`src/ac97_evt_params.svh`:
```
// Constants for the audio link event and interrupt block
// Functional notes
// - DMA enable off masks DMA flags
// - Codec mode bits enable codec flags
// - Status read clears wake and frame flags
// - Frame start since last read sets flag
// - Rising edge on data-in sets wake
// - Codec event equals status AND mode nonzero
// - Slot A event equals status AND mode
// - Slot B event equals status AND mode
// - Enable-set write ones enable interrupts
// - Enable-clear write ones disable interrupts
// - Enable view reads current enables
`ifndef AC97_EVT_PARAMS_SVH
`define AC97_EVT_PARAMS_SVH
`define OFS_SLOT_A_STATUS 8'h00
`define OFS_SLOT_A_MODE 8'h04
`define OFS_SLOT_B_STATUS 8'h08
`define OFS_SLOT_B_MODE 8'h0C
`define OFS_CODEC_STATUS 8'h10
`define OFS_CODEC_MODE 8'h14
`define OFS_CTRL_STATUS 8'h18
`define OFS_IRQ_SET 8'h1C
`define OFS_IRQ_CLEAR 8'h20
`define OFS_IRQ_VIEW 8'h24
`define SLOT_A_MODE_MASK 32'h0060_CC37
`define SLOT_B_MODE_MASK 32'h0020_0037
`define SLOT_FLAG_MASK 32'h0000_0037
`define DMA_FLAG_MASK 32'h0000_CC00
`define DMA_EN_BIT 22
`define CTRL_MASK 5'h1F
`define BIT_SOF 0
`define BIT_WAKE 1
`define BIT_CODEC 2
`define BIT_SLOT_A 3
`define BIT_SLOT_B 4
`define MODE_RESET 32'h0000_0000
`endif

```
`src/ac97_evt_pkg.sv`:
```
// Types for the audio link event and interrupt block
`default_nettype none
package ac97_evt_pkg;
  typedef enum logic [1:0] {BUS_IDLE, BUS_READ, BUS_WRITE} bus_phase_t;
endpackage
`default_nettype wire

```
`src/ac97_wake_edge.sv`:
```
// Rising edge detector for the codec data-in wake line
`timescale 1ns/100ps
`default_nettype none
module ac97_wake_edge (
  input wire logic clk,
  input wire logic rst,
  input wire logic ce,
  input wire logic din,
  output logic rise
);
  logic din_q;

  always_ff @(posedge clk) begin
    if (rst) begin
      din_q <= 1'b0;
    end else if (ce) begin
      din_q <= din;
    end
  end

  assign rise = ce & din & ~din_q;
endmodule // ac97_wake_edge
`default_nettype wire

```
`src/ac97_event_irq.sv`:
```
// Event gathering, interrupt enables and AHB-Lite slave
`include "ac97_evt_params.svh"
`timescale 1ns/100ps
`default_nettype none
module ac97_event_irq (
  input wire logic CLK,
  input wire logic RST,
  input wire logic CE,
  input wire logic HSEL,
  input wire logic [31:0] HADDR,
  input wire logic [1:0] HTRANS,
  input wire logic HWRITE,
  input wire logic [2:0] HSIZE,
  input wire logic [31:0] HWDATA,
  input wire logic HREADY,
  output logic [31:0] HRDATA,
  output logic HREADYOUT,
  output logic HRESP,
  input wire logic [31:0] SLOT_A_FLAGS,
  input wire logic [31:0] SLOT_B_FLAGS,
  input wire logic [31:0] CODEC_FLAGS,
  input wire logic FRAME_START,
  input wire logic SDATA_IN,
  output logic SLOT_A_DMA_ROUTE,
  output logic IRQ
);
  ac97_evt_pkg::bus_phase_t phase_q;
  logic [7:0] addr_q;
  logic [31:0] slot_a_mode_q;
  logic [31:0] slot_b_mode_q;
  logic [31:0] codec_mode_q;
  logic [4:0] irq_en_q;
  logic sof_q;
  logic wake_q;
  logic wake_rise;
  logic [31:0] slot_a_stat;
  logic [31:0] slot_b_stat;
  logic [31:0] codec_stat;
  logic [4:0] status_d;
  logic take;
  logic wr_now;
  logic rd_status;
  logic [31:0] rdata_d;

  function automatic logic any_hit(input logic [31:0] s,
                                   input logic [31:0] m);
    any_hit = |(s & m);
  endfunction

  // Write data phase aimed at one register offset
  function automatic logic wr_to(input logic [7:0] ofs);
    wr_to = wr_now && (addr_q == ofs);
  endfunction

  ac97_wake_edge u_wake (
    .clk(CLK),
    .rst(RST),
    .ce(CE),
    .din(SDATA_IN),
    .rise(wake_rise)
  );

  // DMA flags only visible when slot A is routed through DMA
  assign slot_a_stat = SLOT_A_FLAGS & (slot_a_mode_q[`DMA_EN_BIT] ?
    (`SLOT_FLAG_MASK | `DMA_FLAG_MASK) : `SLOT_FLAG_MASK);
  assign slot_b_stat = SLOT_B_FLAGS & `SLOT_FLAG_MASK;
  assign codec_stat = CODEC_FLAGS & `SLOT_FLAG_MASK;

  assign take = HSEL & HREADY & HTRANS[1];
  assign wr_now = CE & (phase_q == ac97_evt_pkg::BUS_WRITE);
  assign rd_status = CE & (phase_q == ac97_evt_pkg::BUS_READ) &
    (addr_q == `OFS_CTRL_STATUS);

  always_ff @(posedge CLK) begin
    if (RST) begin
      phase_q <= ac97_evt_pkg::BUS_IDLE;
      addr_q <= 8'h00;
    end else if (CE) begin
      if (take) begin
        phase_q <= HWRITE ? ac97_evt_pkg::BUS_WRITE
                          : ac97_evt_pkg::BUS_READ;
        addr_q <= HADDR[7:0];
      end else begin
        phase_q <= ac97_evt_pkg::BUS_IDLE;
      end
    end
  end

  always_ff @(posedge CLK) begin
    if (RST) begin
      slot_a_mode_q <= `MODE_RESET;
      slot_b_mode_q <= `MODE_RESET;
      codec_mode_q <= `MODE_RESET;
    end else if (wr_now) begin
      case (addr_q)
        `OFS_SLOT_A_MODE: slot_a_mode_q <= HWDATA & `SLOT_A_MODE_MASK;
        `OFS_SLOT_B_MODE: slot_b_mode_q <= HWDATA & `SLOT_B_MODE_MASK;
        `OFS_CODEC_MODE: codec_mode_q <= HWDATA & `SLOT_FLAG_MASK;
        default: ;
      endcase
    end
  end

  always_ff @(posedge CLK) begin
    if (RST) begin
      irq_en_q <= 5'h00;
    end else if (wr_to(`OFS_IRQ_SET)) begin
      irq_en_q <= irq_en_q | HWDATA[4:0];
    end else if (wr_to(`OFS_IRQ_CLEAR)) begin
      irq_en_q <= irq_en_q & ~HWDATA[4:0];
    end
  end

  // A new event in the read cycle survives: set beats clear
  always_ff @(posedge CLK) begin
    if (RST) begin
      sof_q <= 1'b0;
      wake_q <= 1'b0;
    end else if (CE) begin
      sof_q <= FRAME_START | (sof_q & ~rd_status);
      wake_q <= wake_rise | (wake_q & ~rd_status);
    end
  end

  always_comb begin
    status_d = 5'h00;
    status_d[`BIT_SOF] = sof_q;
    status_d[`BIT_WAKE] = wake_q;
    status_d[`BIT_CODEC] = any_hit(codec_stat, codec_mode_q);
    status_d[`BIT_SLOT_A] = any_hit(slot_a_stat, slot_a_mode_q);
    status_d[`BIT_SLOT_B] = any_hit(slot_b_stat, slot_b_mode_q);
  end

  always_comb begin
    rdata_d = 32'h0000_0000;
    case (addr_q)
      `OFS_SLOT_A_STATUS: rdata_d = slot_a_stat;
      `OFS_SLOT_A_MODE: rdata_d = slot_a_mode_q;
      `OFS_SLOT_B_STATUS: rdata_d = slot_b_stat;
      `OFS_SLOT_B_MODE: rdata_d = slot_b_mode_q;
      `OFS_CODEC_STATUS: rdata_d = codec_stat;
      `OFS_CODEC_MODE: rdata_d = codec_mode_q;
      `OFS_CTRL_STATUS: rdata_d = {27'h0, status_d};
      `OFS_IRQ_VIEW: rdata_d = {27'h0, irq_en_q};
      default: rdata_d = 32'h0000_0000;
    endcase
  end

  // Zeroed at each read address phase, so the stall cycle never
  // shows the word of an earlier read
  always_ff @(posedge CLK) begin
    if (RST) begin
      HRDATA <= 32'h0000_0000;
    end else if (CE) begin
      if (phase_q == ac97_evt_pkg::BUS_READ) begin
        HRDATA <= rdata_d;
      end else if (take && !HWRITE) begin
        HRDATA <= 32'h0000_0000;
      end
    end
  end

  // Registered: one cycle of lag buys a pin free of decode glitches
  always_ff @(posedge CLK) begin
    if (RST) begin
      IRQ <= 1'b0;
    end else if (CE) begin
      IRQ <= |(status_d & irq_en_q);
    end
  end

  always_ff @(posedge CLK) begin
    if (RST) begin
      SLOT_A_DMA_ROUTE <= 1'b0;
    end else if (CE) begin
      SLOT_A_DMA_ROUTE <= slot_a_mode_q[`DMA_EN_BIT];
    end
  end

  always_ff @(posedge CLK) begin
    if (RST) begin
      HREADYOUT <= 1'b1;
      HRESP <= 1'b0;
    end else if (CE) begin
      HREADYOUT <= ~(take & ~HWRITE);
      HRESP <= 1'b0;
    end
  end

  irq_level_a: assert property (@(posedge CLK) disable iff (RST)
    CE |=> (IRQ == $past(|(status_d & irq_en_q))))
    else $error("interrupt does not follow enabled status");
  sof_clear_a: assert property (@(posedge CLK) disable iff (RST)
    (rd_status && !FRAME_START) |=> !sof_q)
    else $error("frame flag not cleared by status read");
  sof_set_a: assert property (@(posedge CLK) disable iff (RST)
    (CE && FRAME_START) |=> sof_q)
    else $error("frame flag not set");
  wake_set_a: assert property (@(posedge CLK) disable iff (RST)
    wake_rise |=> wake_q)
    else $error("wake flag not set on rising edge");
  set_en_a: assert property (@(posedge CLK) disable iff (RST)
    (wr_now && addr_q == `OFS_IRQ_SET) |=>
      (irq_en_q == ($past(irq_en_q) | $past(HWDATA[4:0]))))
    else $error("enable set wrong");
  clr_en_a: assert property (@(posedge CLK) disable iff (RST)
    (wr_now && addr_q == `OFS_IRQ_CLEAR) |=>
      (irq_en_q == ($past(irq_en_q) & ~$past(HWDATA[4:0]))))
    else $error("enable clear wrong");
  codec_evt_a: assert property (@(posedge CLK) disable iff (RST)
    status_d[`BIT_CODEC] == (|(CODEC_FLAGS[5:0] & codec_mode_q[5:0])))
    else $error("codec event mismatch");
  dma_mask_a: assert property (@(posedge CLK) disable iff (RST)
    !slot_a_mode_q[`DMA_EN_BIT] |-> (slot_a_stat[15:8] == 8'h00))
    else $error("DMA flags seen with routing off");
  view_read_a: assert property (@(posedge CLK) disable iff (RST)
    (CE && phase_q == ac97_evt_pkg::BUS_READ && addr_q == `OFS_IRQ_VIEW)
      |=> (HRDATA[4:0] == $past(irq_en_q)))
    else $error("enable view read wrong");

  // Bus handshake and read data
  hresp_okay_a: assert property (@(posedge CLK) disable iff (RST)
    HRESP == 1'b0)
    else $error("slave response is not OKAY");
  read_stall_a: assert property (@(posedge CLK) disable iff (RST)
    (CE && take && !HWRITE) |=> !HREADYOUT)
    else $error("read data phase not stalled");
  stall_once_a: assert property (@(posedge CLK) disable iff (RST)
    (CE && !HREADYOUT && !take) |=> HREADYOUT)
    else $error("stall longer than one cycle");
  write_ready_a: assert property (@(posedge CLK) disable iff (RST)
    (CE && take && HWRITE) |=> HREADYOUT)
    else $error("write data phase stalled");
  phase_idle_a: assert property (@(posedge CLK) disable iff (RST)
    (CE && !take) |=> (phase_q == ac97_evt_pkg::BUS_IDLE))
    else $error("data phase without address phase");
  read_data_a: assert property (@(posedge CLK) disable iff (RST)
    (CE && phase_q == ac97_evt_pkg::BUS_READ)
      |=> (HRDATA == $past(rdata_d)))
    else $error("read data not presented");
  hold_data_a: assert property (@(posedge CLK) disable iff (RST)
    (CE && phase_q != ac97_evt_pkg::BUS_READ && !(take && !HWRITE))
      |=> $stable(HRDATA))
    else $error("read data changed outside a read");
  unmapped_a: assert property (@(posedge CLK) disable iff (RST)
    (CE && phase_q == ac97_evt_pkg::BUS_READ && addr_q > `OFS_IRQ_VIEW)
      |=> (HRDATA == 32'h0000_0000))
    else $error("unmapped read not zero");
  view_bits_a: assert property (@(posedge CLK) disable iff (RST)
    (CE && phase_q == ac97_evt_pkg::BUS_READ && addr_q >= `OFS_CTRL_STATUS)
      |=> (HRDATA[31:5] == 27'h0))
    else $error("unused upper bits read nonzero");
  status_read_a: assert property (@(posedge CLK) disable iff (RST)
    rd_status |=> (HRDATA[4:0] == $past(status_d)))
    else $error("status read returns wrong flags");

  // Mode and enable registers
  slot_a_wr_a: assert property (@(posedge CLK) disable iff (RST)
    (wr_now && addr_q == `OFS_SLOT_A_MODE)
      |=> (slot_a_mode_q == ($past(HWDATA) & `SLOT_A_MODE_MASK)))
    else $error("slot A mode write wrong");
  slot_b_wr_a: assert property (@(posedge CLK) disable iff (RST)
    (wr_now && addr_q == `OFS_SLOT_B_MODE)
      |=> (slot_b_mode_q == ($past(HWDATA) & `SLOT_B_MODE_MASK)))
    else $error("slot B mode write wrong");
  codec_wr_a: assert property (@(posedge CLK) disable iff (RST)
    (wr_now && addr_q == `OFS_CODEC_MODE)
      |=> (codec_mode_q == ($past(HWDATA) & `SLOT_FLAG_MASK)))
    else $error("codec mode write wrong");
  mode_hold_a: assert property (@(posedge CLK) disable iff (RST)
    !wr_now |=> ($stable(slot_a_mode_q) && $stable(slot_b_mode_q) &&
      $stable(codec_mode_q)))
    else $error("mode changed without a write");
  en_hold_a: assert property (@(posedge CLK) disable iff (RST)
    !(wr_now && (addr_q == `OFS_IRQ_SET || addr_q == `OFS_IRQ_CLEAR))
      |=> $stable(irq_en_q))
    else $error("enables changed without a write");
  set_only_a: assert property (@(posedge CLK) disable iff (RST)
    (wr_now && addr_q == `OFS_IRQ_SET)
      |=> ((irq_en_q & $past(HWDATA[4:0])) == $past(HWDATA[4:0])))
    else $error("set write left an enable off");
  clr_only_a: assert property (@(posedge CLK) disable iff (RST)
    (wr_now && addr_q == `OFS_IRQ_CLEAR)
      |=> ((irq_en_q & $past(HWDATA[4:0])) == 5'h00))
    else $error("clear write left an enable on");
  route_copy_a: assert property (@(posedge CLK) disable iff (RST)
    CE |=> (SLOT_A_DMA_ROUTE == $past(slot_a_mode_q[`DMA_EN_BIT])))
    else $error("route output does not follow mode");
  dma_visible_a: assert property (@(posedge CLK) disable iff (RST)
    slot_a_mode_q[`DMA_EN_BIT]
      |-> (slot_a_stat[15:8] == (SLOT_A_FLAGS[15:8] & 8'hCC)))
    else $error("DMA flags hidden with routing on");

  // Sticky frame and wake flags
  sof_quiet_a: assert property (@(posedge CLK) disable iff (RST)
    (CE && !FRAME_START && !sof_q) |=> !sof_q)
    else $error("frame flag set without frame start");
  sof_keep_a: assert property (@(posedge CLK) disable iff (RST)
    (CE && sof_q && !rd_status) |=> sof_q)
    else $error("frame flag lost without read");
  wake_clear_a: assert property (@(posedge CLK) disable iff (RST)
    (rd_status && !wake_rise) |=> !wake_q)
    else $error("wake flag not cleared by status read");
  wake_keep_a: assert property (@(posedge CLK) disable iff (RST)
    (CE && wake_q && !rd_status) |=> wake_q)
    else $error("wake flag lost without read");
  wake_quiet_a: assert property (@(posedge CLK) disable iff (RST)
    (CE && !wake_rise && !wake_q) |=> !wake_q)
    else $error("wake flag set without edge");
  wake_edge_a: assert property (@(posedge CLK) disable iff (RST)
    (wake_rise && $past(CE)) |-> !$past(SDATA_IN))
    else $error("wake edge without low level before");

  // Channel events and interrupt pin
  slot_a_evt_a: assert property (@(posedge CLK) disable iff (RST)
    status_d[`BIT_SLOT_A] == ((|(SLOT_A_FLAGS[5:0] & slot_a_mode_q[5:0]))
      || (slot_a_mode_q[`DMA_EN_BIT] &&
      (|(SLOT_A_FLAGS[15:8] & slot_a_mode_q[15:8])))))
    else $error("slot A event mismatch");
  slot_b_evt_a: assert property (@(posedge CLK) disable iff (RST)
    status_d[`BIT_SLOT_B] ==
      (|(SLOT_B_FLAGS[5:0] & slot_b_mode_q[5:0])))
    else $error("slot B event mismatch");
  irq_rise_a: assert property (@(posedge CLK) disable iff (RST)
    (CE && (|(status_d & irq_en_q))) |=> IRQ)
    else $error("interrupt missing for enabled flag");
  irq_drop_a: assert property (@(posedge CLK) disable iff (RST)
    (CE && !(|(status_d & irq_en_q))) |=> !IRQ)
    else $error("interrupt without enabled flag");

  // Clock enable and reset
  freeze_state_a: assert property (@(posedge CLK) disable iff (RST)
    !CE |=> ($stable(irq_en_q) && $stable(sof_q) && $stable(wake_q) &&
      $stable(phase_q)))
    else $error("state moved with clock enable low");
  freeze_out_a: assert property (@(posedge CLK) disable iff (RST)
    !CE |=> ($stable(HRDATA) && $stable(IRQ) && $stable(HREADYOUT) &&
      $stable(SLOT_A_DMA_ROUTE)))
    else $error("outputs moved with clock enable low");
  rst_values_a: assert property (@(posedge CLK)
    RST |=> (HREADYOUT && !IRQ && (HRDATA == 32'h0000_0000) &&
      !SLOT_A_DMA_ROUTE && !HRESP))
    else $error("outputs not at reset values");
endmodule // ac97_event_irq
`default_nettype wire

```
`config.mk`:
```
export PLATFORM = sky130hd
export DESIGN_NAME = ac97_event_irq
export DESIGN_NICKNAME = d
export VERILOG_FILES = /design/src/ac97_evt_pkg.sv /design/src/ac97_wake_edge.sv /design/src/ac97_event_irq.sv
export VERILOG_INCLUDE_DIRS = /design/src
export SDC_FILE = /design/constraint.sdc
export NUM_CORES = 1
export LEC_CHECK = 0
export BUFFER_PORTS_ARGS = -buffer_cell sky130_fd_sc_hd__buf_4
export CAP_MARGIN = 20
export CORE_MARGIN = 2
export CORE_UTILIZATION = 41
export DETAILED_ROUTE_END_ITERATION = 10
export PLACE_DENSITY_LB_ADDON = 0.3
export SETUP_SLACK_MARGIN = 0.5
export SYNTH_ARGS = -nofsm -noshare
export SYNTH_HDL_FRONTEND = slang
export SYNTH_SLANG_ARGS = --single-unit
```
`constraint.sdc`:
```
create_clock -name CLK -period 2 [get_ports CLK]
set_input_delay 0.2 -clock CLK [delete_from_list [all_inputs] [get_ports CLK]]
set_output_delay 0.2 -clock CLK [all_outputs]
set_load 0.1 [all_outputs]
```
# Word-level counts from Yosys, hierarchy flattened
# Cells that the tools add are included.
dict set report totals {
  ff_bits 75
  inputBits 173
  word_cells 72
}
dict set report op_classes {
  n_eq_ne 11
  n_mux 8
  bitwise 24
  reduce_logical 16
}
# cell count
set ops {}
lappend ops {{$pmux 32 s8} 1}
lappend ops {{$reduce_or 32->1} 3}
lappend ops {{$mux 32} 2}
lappend ops {{$and 32x16->32} 1}
lappend ops {{$and 32x23->32} 1}
lappend ops {{$eq 8x5->1 const B} 4}
lappend ops {{$and 6x22->22} 1}
lappend ops {{$eq 8x4->1 const B} 2}
lappend ops {{$eq 8x6->1 const B} 2}
lappend ops {{$mux 16} 1}
lappend ops {{$and 1x1->1} 10}
lappend ops {{$and 5x5->5} 2}
lappend ops {{$mux 5} 2}
lappend ops {{$reduce_and 2->1} 5}
lappend ops {{$eq 8x3->1 const B} 1}
lappend ops {{$logic_not 8->1} 1}
lappend ops {{$and 6x6->6} 1}
lappend ops {{$not 5->5} 1}
lappend ops {{$or 5x5->5} 1}
lappend ops {{$reduce_or 5->1} 1}
lappend ops {{$mux 2} 2}
lappend ops {{$not 1->1} 4}
lappend ops {{$reduce_bool 2->1} 2}
lappend ops {{$logic_and 1x1->1} 3}
lappend ops {{4 further kinds} 5}

# Longest topological paths before layout
# Gate-level depths: netlist of run 1.
dict set report depth {
  depth_word 6
  depth_mapped 8
  mapped_depth_nobuf 5
}

# Cells and area by module
# From an unflattened synthesis of run 1, not the netlist that was laid out.
dict set report unflattened {
  hier_cells 323
  hier_area_um2 2802.7
}
# module instances cells_per_inst area_each_um2 seq_area_each_um2
set by_module_without_submodules {}
lappend by_module_without_submodules {ac97_event_irq 1 318 2760.1 1081.0}
lappend by_module_without_submodules {ac97_wake_edge 1 5 42.5 20.0}

# Worst setup path before layout of run 1
# Ideal clock, no wire load.
dict set report synth_path {
  path_kind {reg-to-reg}
  from {reg addr_q[5]}
  to {reg slot_a_mode_q[10]}
  t_arrival_ps 1716
  required_time_ps 1868
  setup_slack_ps 152
  stages_incl_launch_ff 9
  path_buffers 3
  period_less_slack_ps 1848
  cell_sequence {dfxtp_1 buf_6 or3_4 or2_0 buf_6 or3_1 buf_2 nand2_1 a21oi_1}
}
dict set report synth_via {
  elab_chain_len 2
}
# item line
set synth_lines {}
lappend synth_lines {{start: declaration} ac97_event_irq.sv:28} ;# logic [7:0] addr_q;
lappend synth_lines {{start signal: assignment} ac97_event_irq.sv:82} ;# addr_q <= HADDR[7:0];
lappend synth_lines {{$eq 8x3->1} ac97_event_irq.sv:95} ;# case (addr_q)
lappend synth_lines {{$reduce_and 2->1 (no source line)} n/a}
lappend synth_lines {{end signal: assignment} ac97_event_irq.sv:91} ;# slot_a_mode_q <= `MODE_RESET;
lappend synth_lines {{end signal: assignment} ac97_event_irq.sv:96} ;# `OFS_SLOT_A_MODE: slot_a_mode_q <= HWDATA & `SLOT_A_MODE_MASK;
lappend synth_lines {{end: declaration} ac97_event_irq.sv:29} ;# logic [31:0] slot_a_mode_q;
# Every way passes these cells.
# A chain may end at the register's enable or synchronous reset.

# Worst setup path in the final report of run 1
dict set report layout_path {
  from {reg addr_q[3]}
  to {reg HRDATA[1]}
}
dict set report layout_via {
  elab_chain_len 3
  word_cells_on_any_way 10
  cone_classes {eq/ne (7); mux (2); reduce/logical (1)}
}
# item line
set layout_lines {}
lappend layout_lines {{$eq 8x6->1, or another cell as far along} ac97_event_irq.sv:136} ;# case (addr_q)
lappend layout_lines {{$pmux 32 s8 *} ac97_event_irq.sv:136}
lappend layout_lines {{$mux 32 *} ac97_event_irq.sv:155} ;# if (phase_q == ac97_evt_pkg::BUS_READ) begin
lappend layout_lines {{end signal: assignment} ac97_event_irq.sv:156} ;# HRDATA <= rdata_d;
lappend layout_lines {{end: declaration} ac97_event_irq.sv:16} ;# output logic [31:0] HRDATA,
# Every way passes the cells marked *; elsewhere a longest branch is shown, timed or not.

==> results of run 1 <==
cell type report:
cell class | count | area, µm² | share of cell area (%)
inverter | 11 | 41.3 | 1.09
clock inverter | 3 | 25.0 | 0.663
timing repair buffer | 90 | 707 | 18.7
sequential | 55 | 1120 | 29.7
clock buffer | 5 | 68.8 | 1.82
multi-input combinational | 271 | 1710 | 45.4
tap | 80 | 100 | 2.65
per-stage QoR:
step	setup TNS (ns)	power, µW	setup WS [ns]
floorplan	0	1450	0.178
global placement	-0.312	1540	-0.0536
detailed placement	-0.560	1540	-0.0865
CTS	0	2180	0.217
global route	0	2260	0.164
finish	0	2180	0.248
flip-flops by register name (all words and copies together) (netlist names), named ones only:
register and count:
phase_q 2, addr_q 8, slot_a_mode_q 11, IRQ 1, slot_b_mode_q 6, HREADYOUT 1, sof_q 1, codec_mode_q 5
HRDATA 12, u_wake.din_q 1, wake_q 1, SLOT_A_DMA_ROUTE 1
layer usage:
layer | part of all wire, % | vias to the layer above | wire (µm)
li1 | - | 1382 | -
met1 | 43 | 1341 | 3740
met2 | 47 | 152 | 4070
met4 | 2.6 | 0 | 225
met3 | 7.8 | 25 | 679
met5 | 0 | - | 0
placed cells by master, fill, tap and decap left out, types with 2 or more instances in the layout:
| cell | Yosys | layout |
|---|---|---|
| buf_4 | 21 | 84 |
| nand2_1 | 66 | 66 |
| dfxtp_1 | 55 | 48 |
| a21oi_1 | 35 | 33 |
| nor2_1 | 28 | 27 |
| mux2i_1 | 22 | 22 |
| conb_1 | 1 | 21 |
| inv_1 | 10 | 10 |
| a22oi_1 | 10 | 9 |
| o21ai_2 | 0 | 7 |
| nor3_1 | 9 | 5 |
| a22o_1 | 5 | 5 |
| o21ai_1 | 9 | 5 |
| clkbuf_8 | 0 | 5 |
| buf_6 | 2 | 5 |
| or3_4 | 1 | 4 |
| nand3b_1 | 4 | 4 |
| dfxtp_4 | 0 | 4 |
| or4_4 | 1 | 3 |
| nor3_2 | 0 | 3 |
| a222oi_1 | 3 | 3 |
| a221o_1 | 3 | 3 |
| nand3_1 | 4 | 3 |
| a31oi_1 | 4 | 3 |
| o22ai_1 | 3 | 3 |
| dfxtp_2 | 0 | 3 |
| or2_4 | 0 | 2 |
| nor3_4 | 1 | 2 |
| a21oi_2 | 0 | 2 |
| o21ai_0 | 5 | 2 |
| or4_1 | 4 | 2 |
| nor2b_1 | 3 | 2 |
| o31ai_1 | 2 | 2 |
| mux2_2 | 2 | 2 |
| a221oi_1 | 2 | 2 |
| clkinv_4 | 0 | 2 |
power by group through the flow:
stage	combinational [µW]	clock, µW	sequential, µW
floorplan	300	0	1150
global placement	397	0	1140
detailed placement	398	0	1140
global route	456	691	1110
CTS	421	651	1110
finish	436	627	1110
cells by family after synthesis:
kind of cell           after synthesis  share of synthesized area [%]
buffers and inverters               51                           10.2
AOI/OAI and AO/OA                   89                           20.0
muxes                               24                           8.53
and+or+nand+nor                    136                           22.5
DFF                                 55                           38.7
other                                1                          0.132
worst paths after layout:
kind | depth (start not counted) | endpoint | startpoint
worst max-delay path | 5 | HRDATA[1] | addr_q[3]
worst min-delay path | 3 | addr_q[4] | HADDR[4]
worst max register to register | 5 | HRDATA[1] | addr_q[3]
worst min register to register | 2 | HRDATA[15] | HRDATA[15]
critical path, stage by stage, from the launching register on:
cell and delay, ns:
dfxtp_4 0.40, or3b_4 0.43, nor3_1 0.27, a31oi_1 0.08, o221a_1 0.23, a221oi_1 0.25
what timing repair did:
item,CTS,global route
resized for setup,42,15
pin swaps,15,8
cloned,2,0
hold buffers,0,0
setup buffers,7,2
hold endpoints to repair,0,0
setup endpoints to repair,41,42
==> flow_metrics.tcl, run 1 <==
set metrics [dict create \
    area.growth.synth_to_final_pct 32.7 \
    placedCellCount 496 \
    yosysMostFrequentCell "nand2_1" \
    use_met1_pct 30.9 \
    rrSetupSlack_ns 0.25 \
    dp_hpwl_um 6210 \
    synth_common_cells "66 x nand2_1, 55 x dfxtp_1, 35 x a21oi_1" \
    final_area_um2 3780 \
    fin_nets 607 \
    ys_seq_elements 55 \
    grt_pass1_vias 2570 \
    grt_antenna_before_repair 0 \
    start_util_pct 42.1 \
    ctsHtreeMaxLevel 2 \
    arrival_ns 1.97 \
    tightestPinTransition_ns 0.627 \
    ctsRootBufferMaster "clkbuf_8" \
    fin_cells 515 \
    clk_path_buf_depth 2 \
    antenna_cells 0 \
    drive_gt1_share_pct 32.6 \
    ys_seq_area_share_pct 38.7 \
    met2_usage_pct 34.2 \
    final_util_pct 55.9 \
    p_clk_share_pct 28.8 \
    seqPwrFrac_pct 51.1 \
    vias 2900 \
    numCtsBuffers 5 \
    grt_use_met3_pct 5.50 \
    slew_violations 0 \
    internal_power_uw 1480 \
    hp-class "in2reg" \
    async_reset_ff_share_pct 0 \
    die_y_um 87.3 \
    p_sw_uw 697 \
    maxCapViolCount 0 \
    end_kind "register" \
    die_width_um 87.3 \
    fmax_mhz 571 \
    switching_share_pct 32.0 \
    gp_congestion 0.959 \
    rsz0062_at_grt "true" \
    synthDistinctLibCells 52 \
    grt_max_degree 52 \
    synth.largest_area_cell "dfxtp_1" \
    fin_crit_sh_pct 87.6 \
    grt_pass1_wl_um 13400 \
    fin_skew_ns 0.00657 \
    comb_power_share_pct 20.0 \
    finalSetupViolCount 0 \
    ir_drop_mv 0.273 \
    io_buffers 62 \
    num_rows 30 \
    dr.first_iter.drc_count 241 \
    dieArea_um2 7620 \
    nFillCells 649 \
    routed_wl_um 8710 \
    synth.area.top_cells "dfxtp_1 39%, nand2_1 8.7%, mux2i_1 7.7%" \
    syn_area_per_cell_um2 8.00 \
    synth_top_area_share_pct 38.7 \
    worstPathRequired_ns 2.22 \
    dpl_cell_area_um2 3380 \
    cp_max_fo 7 \
    grt_use_total_pct 22.4 \
    status "finished clean" \
    syn_inst 356 \
    drc 0 \
    core_um2 6760 \
    cts_tree "done" \
    holdWs_ns 0.118 \
    path_clk_slew_ns 0.10 \
    synth_area_um2 2850 \
    yosysWarnings 0 \
    clk_latency_ns 0.31 \
    synthFlopType "dfxtp_1" \
    max-slew-margin-rel_pct 58.0 \
    power_density_nw_per_um2 576 \
    cts_sinks 55 \
    detail_route.first_pass.iterations 9 \
    avgRoutedWirePerCell_um 16.9 \
    ios 209 \
    busiest_layer "met2" \
    power_leakage_uw 0.00143 \
    grt_overflow_total 0 \
    crit_type "reg2reg" \
    start_kind "register" \
    fin_crit_ns 1.75 \
    antenna_left 0 \
    vias_per_cell 5.63 \
    synth_edf_count 0 \
    finalHoldViolations 0 \
]
No activity file was read; power rests on OpenSTA's default activity.
==> run 2, diff against run 1 <==
==> constraint.sdc (replaced) <==
create_clock -name CLK -period 2 [get_ports CLK]
set_input_delay 0.3 -clock CLK [delete_from_list [all_inputs] [get_ports CLK]]
set_output_delay 0.3 -clock CLK [all_outputs]
set_load 0.1 [all_outputs]
==> flow_metrics.tcl, run 2 (same netlist as run 1, synthesis figures left out) <==
set metrics [dict create \
    drc 0 \
    core_um2 6760 \
    routed_wl_um 9140 \
    final_util_pct 59.4 \
    power_density_nw_per_um2 605 \
    crit_type "reg2reg" \
    regMostFlops "HRDATA" \
    fmax_mhz 535 \
    grt_pass1_wl_um 13600 \
    path_clk_slew_ns 0.09 \
    die_width_um 87.3 \
    use_met1_pct 33.0 \
    cpPeakStageDelay_ns 0.45 \
    rr_startpoint "addr_q[0]" \
    die_y_um 87.3 \
    largestRegisters "HRDATA x12, slot_a_mode_q x11, addr_q x8" \
    critPathBufInv 0 \
    slowest_stage "or3b_4" \
    start_kind "register" \
    fin_nets 619 \
    p_sw_uw 690 \
    seqPwrFrac_pct 45.8 \
    grt_pass1_vias 2600 \
    cts_sinks 55 \
    comb_power_share_pct 18.7 \
    grt_use_met3_pct 3.60 \
    rrSetupSlack_ns 0.13 \
    grt_max_degree 31 \
    path_delay_family "simple AND/OR/NAND/NOR gates" \
    min_path_cells 3 \
    holdWs_ns 0.225 \
    maxCapViolCount 0 \
    status "finished clean" \
    worstHoldStart "HADDR[1]" \
    crit_chain "or3b_4 > nor3_1 > a31oi_1 > o221a_1 > a221oi_1" \
    ir_drop_mv 0.334 \
    vias_per_cell 5.67 \
    cts_hold_buf 0 \
    nFillCells 599 \
    power_leakage_uw 0.00154 \
    antenna_left 0 \
    dieArea_um2 7620 \
    internal_power_uw 1740 \
    finalSetupViolCount 0 \
    worstPathRequired_ns 2.21 \
    clk_latency_ns 0.31 \
    switching_share_pct 28.4 \
    met2_usage_pct 35.8 \
    cp_max_fo 8 \
    grt_antenna_before_repair 0 \
    dr.first_iter.drc_count 289 \
    placedCellCount 498 \
    drive_gt1_share_pct 38.5 \
    hp-class "in2reg" \
    fin_skew_ns 0.00804 \
    r2r_cells 5 \
    p_clk_share_pct 35.5 \
    start_util_pct 42.1 \
    slew_violations 0 \
    avgRoutedWirePerCell_um 17.3 \
    ctsHtreeMaxLevel 2 \
    clk_path_buf_depth 2 \
    end_kind "register" \
    ios 209 \
    fin_crit_sh_pct 93.5 \
    vias 2990 \
    final_area_um2 4020 \
    detail_route.first_pass.iterations 5 \
    fin_cells 527 \
    final_cell_mix "90 x buf_4, 56 x nand2_1, 47 x dfxtp_1, 29 x a21oi_1, 25 x nor2_1" \
    gp_congestion 0.964 \
    rsz0062_at_grt "true" \
    timing.rr.end "HRDATA[1]" \
    io_buffers 62 \
    fin_crit_ns 1.87 \
    numCtsBuffers 5 \
    hold_end "addr_q[1]" \
    busiest_layer "met2" \
    num_rows 30 \
    area.growth.synth_to_final_pct 41.1 \
    finalHoldViolations 0 \
    dp_hpwl_um 6320 \
    final_common_cell "buf_4" \
    largest_reg_flops 12 \
    cts_tree "done" \
    grt_use_total_pct 23.1 \
    dpl_cell_area_um2 3410 \
    ctsRootBufferMaster "clkbuf_8" \
    grt_overflow_total 0 \
    antenna_cells 0 \
    arrival_ns 2.08 \
]
==> run 2: changes by cell type in the layout (fill, tap and decap cells not counted), sizes merged <==
cell,change
bufinv,+2
clkbuf,+1
clkinvlp,-1
or3,+1
buf,+11
clkinv,-2
==> run 2: tightest hold or removal path, stage by stage <==
cell	delay, ns
buf_4	0.11
nand2_1	0.05
a21oi_1	0.05
==> run 2: layout make-up <==
class | count | area (µm²) | area share (%)
tap | 80 | 100 | 2.49
clock buffer | 6 | 72.6 | 1.81
inverter | 11 | 41.3 | 1.03
sequential | 55 | 1120 | 27.9
multi-input combinational | 272 | 1810 | 45.2
timing repair buffer | 101 | 808 | 20.1
clock inverter | 2 | 60.1 | 1.50
==> run 2: power by group through the flow <==
stage	registers (µW)	clock network, µW	logic (µW)
after floorplan	1150	0	300
after global placement	1140	0	400
after global routing	1110	921	475
after CTS	1110	877	429
final	1110	863	455
after detailed placement	1140	0	400
==> run 2: layer usage <==
layer	wire [µm]	vias up
li1	-	1403
met1	3970	1405
met2	4280	149
met3	588	33
met4	296	0
met5	0	-
==> run 2: worst max path at each step <==
| stage | from | end | slack (ns) | cells past startpoint |
|---|---|---|---|---|
| floorplan | addr_q[5] | slot_a_mode_q[10] | 0.18 | 8 |
| global placement | addr_q[7] | HRDATA[10] | -0.003 | 4 |
| detailed placement | addr_q[7] | HRDATA[11] | 0.01 | 4 |
| CTS | addr_q[7] | HRDATA[10] | 0.24 | 4 |
| global route | addr_q[7] | HRDATA[11] | 0.17 | 4 |
| finish | addr_q[0] | HRDATA[1] | 0.13 | 5 |
==> run 2: timing repair <==
| action | 4_1_cts | 5_1_grt |
|---|---|---|
| cloned | 3 | 0 |
| buffers inserted | 9 | 9 |
| resized for setup | 45 | 42 |
| pin swaps | 15 | 23 |
| endpoints found under the setup margin | 41 | 42 |
==> run 2: per-stage QoR <==
stage | total power, µW | TNS, ns | setup WS (ns)
3_3_place_gp | 1540 | -0.00375 | -0.00329
6_report | 2430 | 0 | 0.130
4_1_cts | 2420 | 0 | 0.237
2_1_floorplan | 1450 | 0 | 0.178
3_5_place_dp | 1540 | 0 | 0.0144
5_1_grt | 2510 | 0 | 0.175
==> run 3, diff against run 2 <==
--- a/config.mk
+++ b/config.mk
@@ -9,10 +9,11 @@
 export BUFFER_PORTS_ARGS = -buffer_cell sky130_fd_sc_hd__buf_4
 export CAP_MARGIN = 20
 export CORE_MARGIN = 2
-export CORE_UTILIZATION = 41
+export CORE_UTILIZATION = 44
 export DETAILED_ROUTE_END_ITERATION = 10
 export PLACE_DENSITY_LB_ADDON = 0.3
 export SETUP_SLACK_MARGIN = 0.5
 export SYNTH_ARGS = -nofsm -noshare
 export SYNTH_HDL_FRONTEND = slang
 export SYNTH_SLANG_ARGS = --single-unit
+export TNS_END_PERCENT = 100
==> constraint.sdc (replaced) <==
create_clock -name CLK -period 2.21 [get_ports CLK]
set_input_delay 0.3315 -clock CLK [delete_from_list [all_inputs] [get_ports CLK]]
set_output_delay 0.3315 -clock CLK [all_outputs]
set_load 0.1 [all_outputs]
==> flow_metrics.tcl, run 3 (same netlist as run 1, synthesis figures left out) <==
set metrics [dict create \
    slowest_stage "or4_4" \
    end_kind "register" \
    routed_wl_um 8680 \
    ios 209 \
    cts_tree "done" \
    clk_latency_ns 0.31 \
    status "finished clean" \
    grt_pass1_vias 2619 \
    vias 2926 \
    grt_max_degree 52 \
    finalSetupViolCount 0 \
    core_um2 6310 \
    p_sw_uw 647 \
    path_delay_family "simple AND/OR/NAND/NOR gates" \
    final_util_pct 59.9 \
    antenna_left 0 \
    detail_route.first_pass.iterations 6 \
    fmax_mhz 560 \
    hp-class "in2reg" \
    numCtsBuffers 5 \
    timing.rr.end "HRDATA[2]" \
    io_buffers 62 \
    maxCapViolCount 0 \
    nFillCells 552 \
    grt_overflow_total 0 \
    avgRoutedWirePerCell_um 16.9 \
    die_y_um 84.4 \
    crit_type "reg2reg" \
    fin_crit_sh_pct 80.8 \
    rr_startpoint "addr_q[7]" \
    internal_power_uw 1350 \
    min_path_cells 3 \
    multi_input_area_um2 1710 \
    holdWs_ns 0.248 \
    fin_nets 609 \
    cts_hold_buf 0 \
    dieArea_um2 7130 \
    cpPeakStageDelay_ns 0.53 \
    drc 0 \
    worstHoldStart "HADDR[3]" \
    power_leakage_uw 0.00143 \
    largest_reg_flops 12 \
    worstPathRequired_ns 2.46 \
    ctsHtreeMaxLevel 2 \
    finalHoldViolations 0 \
    slew_violations 0 \
    fin_crit_ns 1.79 \
    crit_chain "buf_6 > or4_4 > or3_4 > nor3_2 > a2111oi_1 > a31oi_1" \
    largestRegisters "HRDATA x12, slot_a_mode_q x11, addr_q x8" \
    grt_antenna_before_repair 0 \
    gp_congestion 0.933 \
    comb_power_share_pct 20.0 \
    arrival_ns 2.03 \
    start_util_pct 45.1 \
    critPathBufInv 1 \
    setup_tns_ns 0 \
    drive_gt1_share_pct 34.6 \
    ir_drop_mv 0.379 \
    regMostFlops "HRDATA" \
    fin_skew_ns 0.0147 \
    hold_end "addr_q[3]" \
    area.growth.synth_to_final_pct 32.9 \
    cp_max_fo 5 \
    p_clk_share_pct 29.6 \
    path_clk_slew_ns 0.11 \
    start_kind "register" \
    die_width_um 84.4 \
    vias_per_cell 5.69 \
    rrSetupSlack_ns 0.42 \
    final_common_cell "buf_4" \
    ctsRootBufferMaster "clkbuf_8" \
    dp_hpwl_um 6070 \
    rsz0062_at_grt "true" \
    num_rows 29 \
    dr.first_iter.drc_count 313 \
    power_density_nw_per_um2 528 \
    regArea_um2 1120 \
    grt_pass1_wl_um 12900 \
    switching_share_pct 32.4 \
    grt_use_total_pct 22.7 \
    clk_path_buf_depth 2 \
    seqPwrFrac_pct 50.4 \
    antenna_cells 0 \
    tightestPinTransition_ns 0.643 \
    r2r_cells 6 \
    cts_sinks 55 \
    max-slew-margin-rel_pct 56.9 \
    final_cell_mix "85 x buf_4, 58 x nand2_1, 49 x dfxtp_1, 30 x a21oi_1, 27 x nor2_1" \
]
## run 3: changes by cell type in the layout (fill, tap and decap cells not counted), moves of 3 or more
| cell | before | now |
|---|---|---|
| o21ai_0 | 1 | 5 |
| buf_6 | 10 | 4 |
| nor3_4 | 4 | 1 |
| nor3_2 | 1 | 5 |
| buf_4 | 90 | 85 |
| o21ai_1 | 7 | 4 |
| dfxtp_2 | 5 | 2 |
## run 3: worst max path at each step
stage | startpoint | end | slack, ns | depth (start not counted)
6_report | addr_q[7] | HRDATA[2] | 0.42 | 6
3_5_place_dp | CE | HRDATA[4] | 0.15 | 6
5_1_grt | addr_q[7] | HRDATA[2] | 0.34 | 6
2_1_floorplan | addr_q[5] | slot_a_mode_q[10] | 0.39 | 8
3_3_place_gp | CE | HRDATA[4] | 0.17 | 6
4_1_cts | addr_q[7] | HRDATA[2] | 0.43 | 6
## run 3: repair_timing
item                                    4_1_cts  5_1_grt
endpoints found under the setup margin       39       41
setup buffers                                12        5
cloned                                        1        1
gates resized for setup                      29       26
pin swaps                                    14       13
## run 3: worst min-delay path: cells and delay by family
kind | cells | cell delay (ns)
buffers and inverters | 1 | 0.10
AO/OA/AOI/OAI | 1 | 0.05
AND/OR/NAND/NOR | 1 | 0.04
## run 3: per-stage QoR
step	std cells	area [µm²]	setup WS, ns	power, µW
2_1_floorplan	376	2940	0.388	1310
3_3_place_gp	487	3330	0.171	1390
3_5_place_dp	487	3330	0.148	1390
4_1_cts	508	3650	0.435	1990
5_1_grt	514	3780	0.336	2070
6_report	514	3780	0.424	2000
## run 3: power groups by stage
stage | logic [µW] | clock network [µW] | registers [µW]
floorplan | 272 | 0 | 1040
global route | 417 | 641 | 1010
finish | 400 | 591 | 1010
global placement | 355 | 0 | 1030
detailed placement | 356 | 0 | 1030
CTS | 382 | 600 | 1010
## run 3: layer usage
layer  GRT usage (%)  vias to the layer above  wire length (µm)
li1                -                     1380                 -
met1            32.4                     1364              3650
met2            33.3                      159              4010
met3            3.44                       23               759
met4            11.1                        0               259
met5               0                        -                 0
## run 3: layout make-up
cell class,count,share of cell area (%)
multi-input cells,272,45.2
flip-flops and latches,55,29.6
repair buffers,91,19.1
well taps,77,2.55
clock buffers,5,1.82
inverters,11,1.09
clock inverters,3,0.694
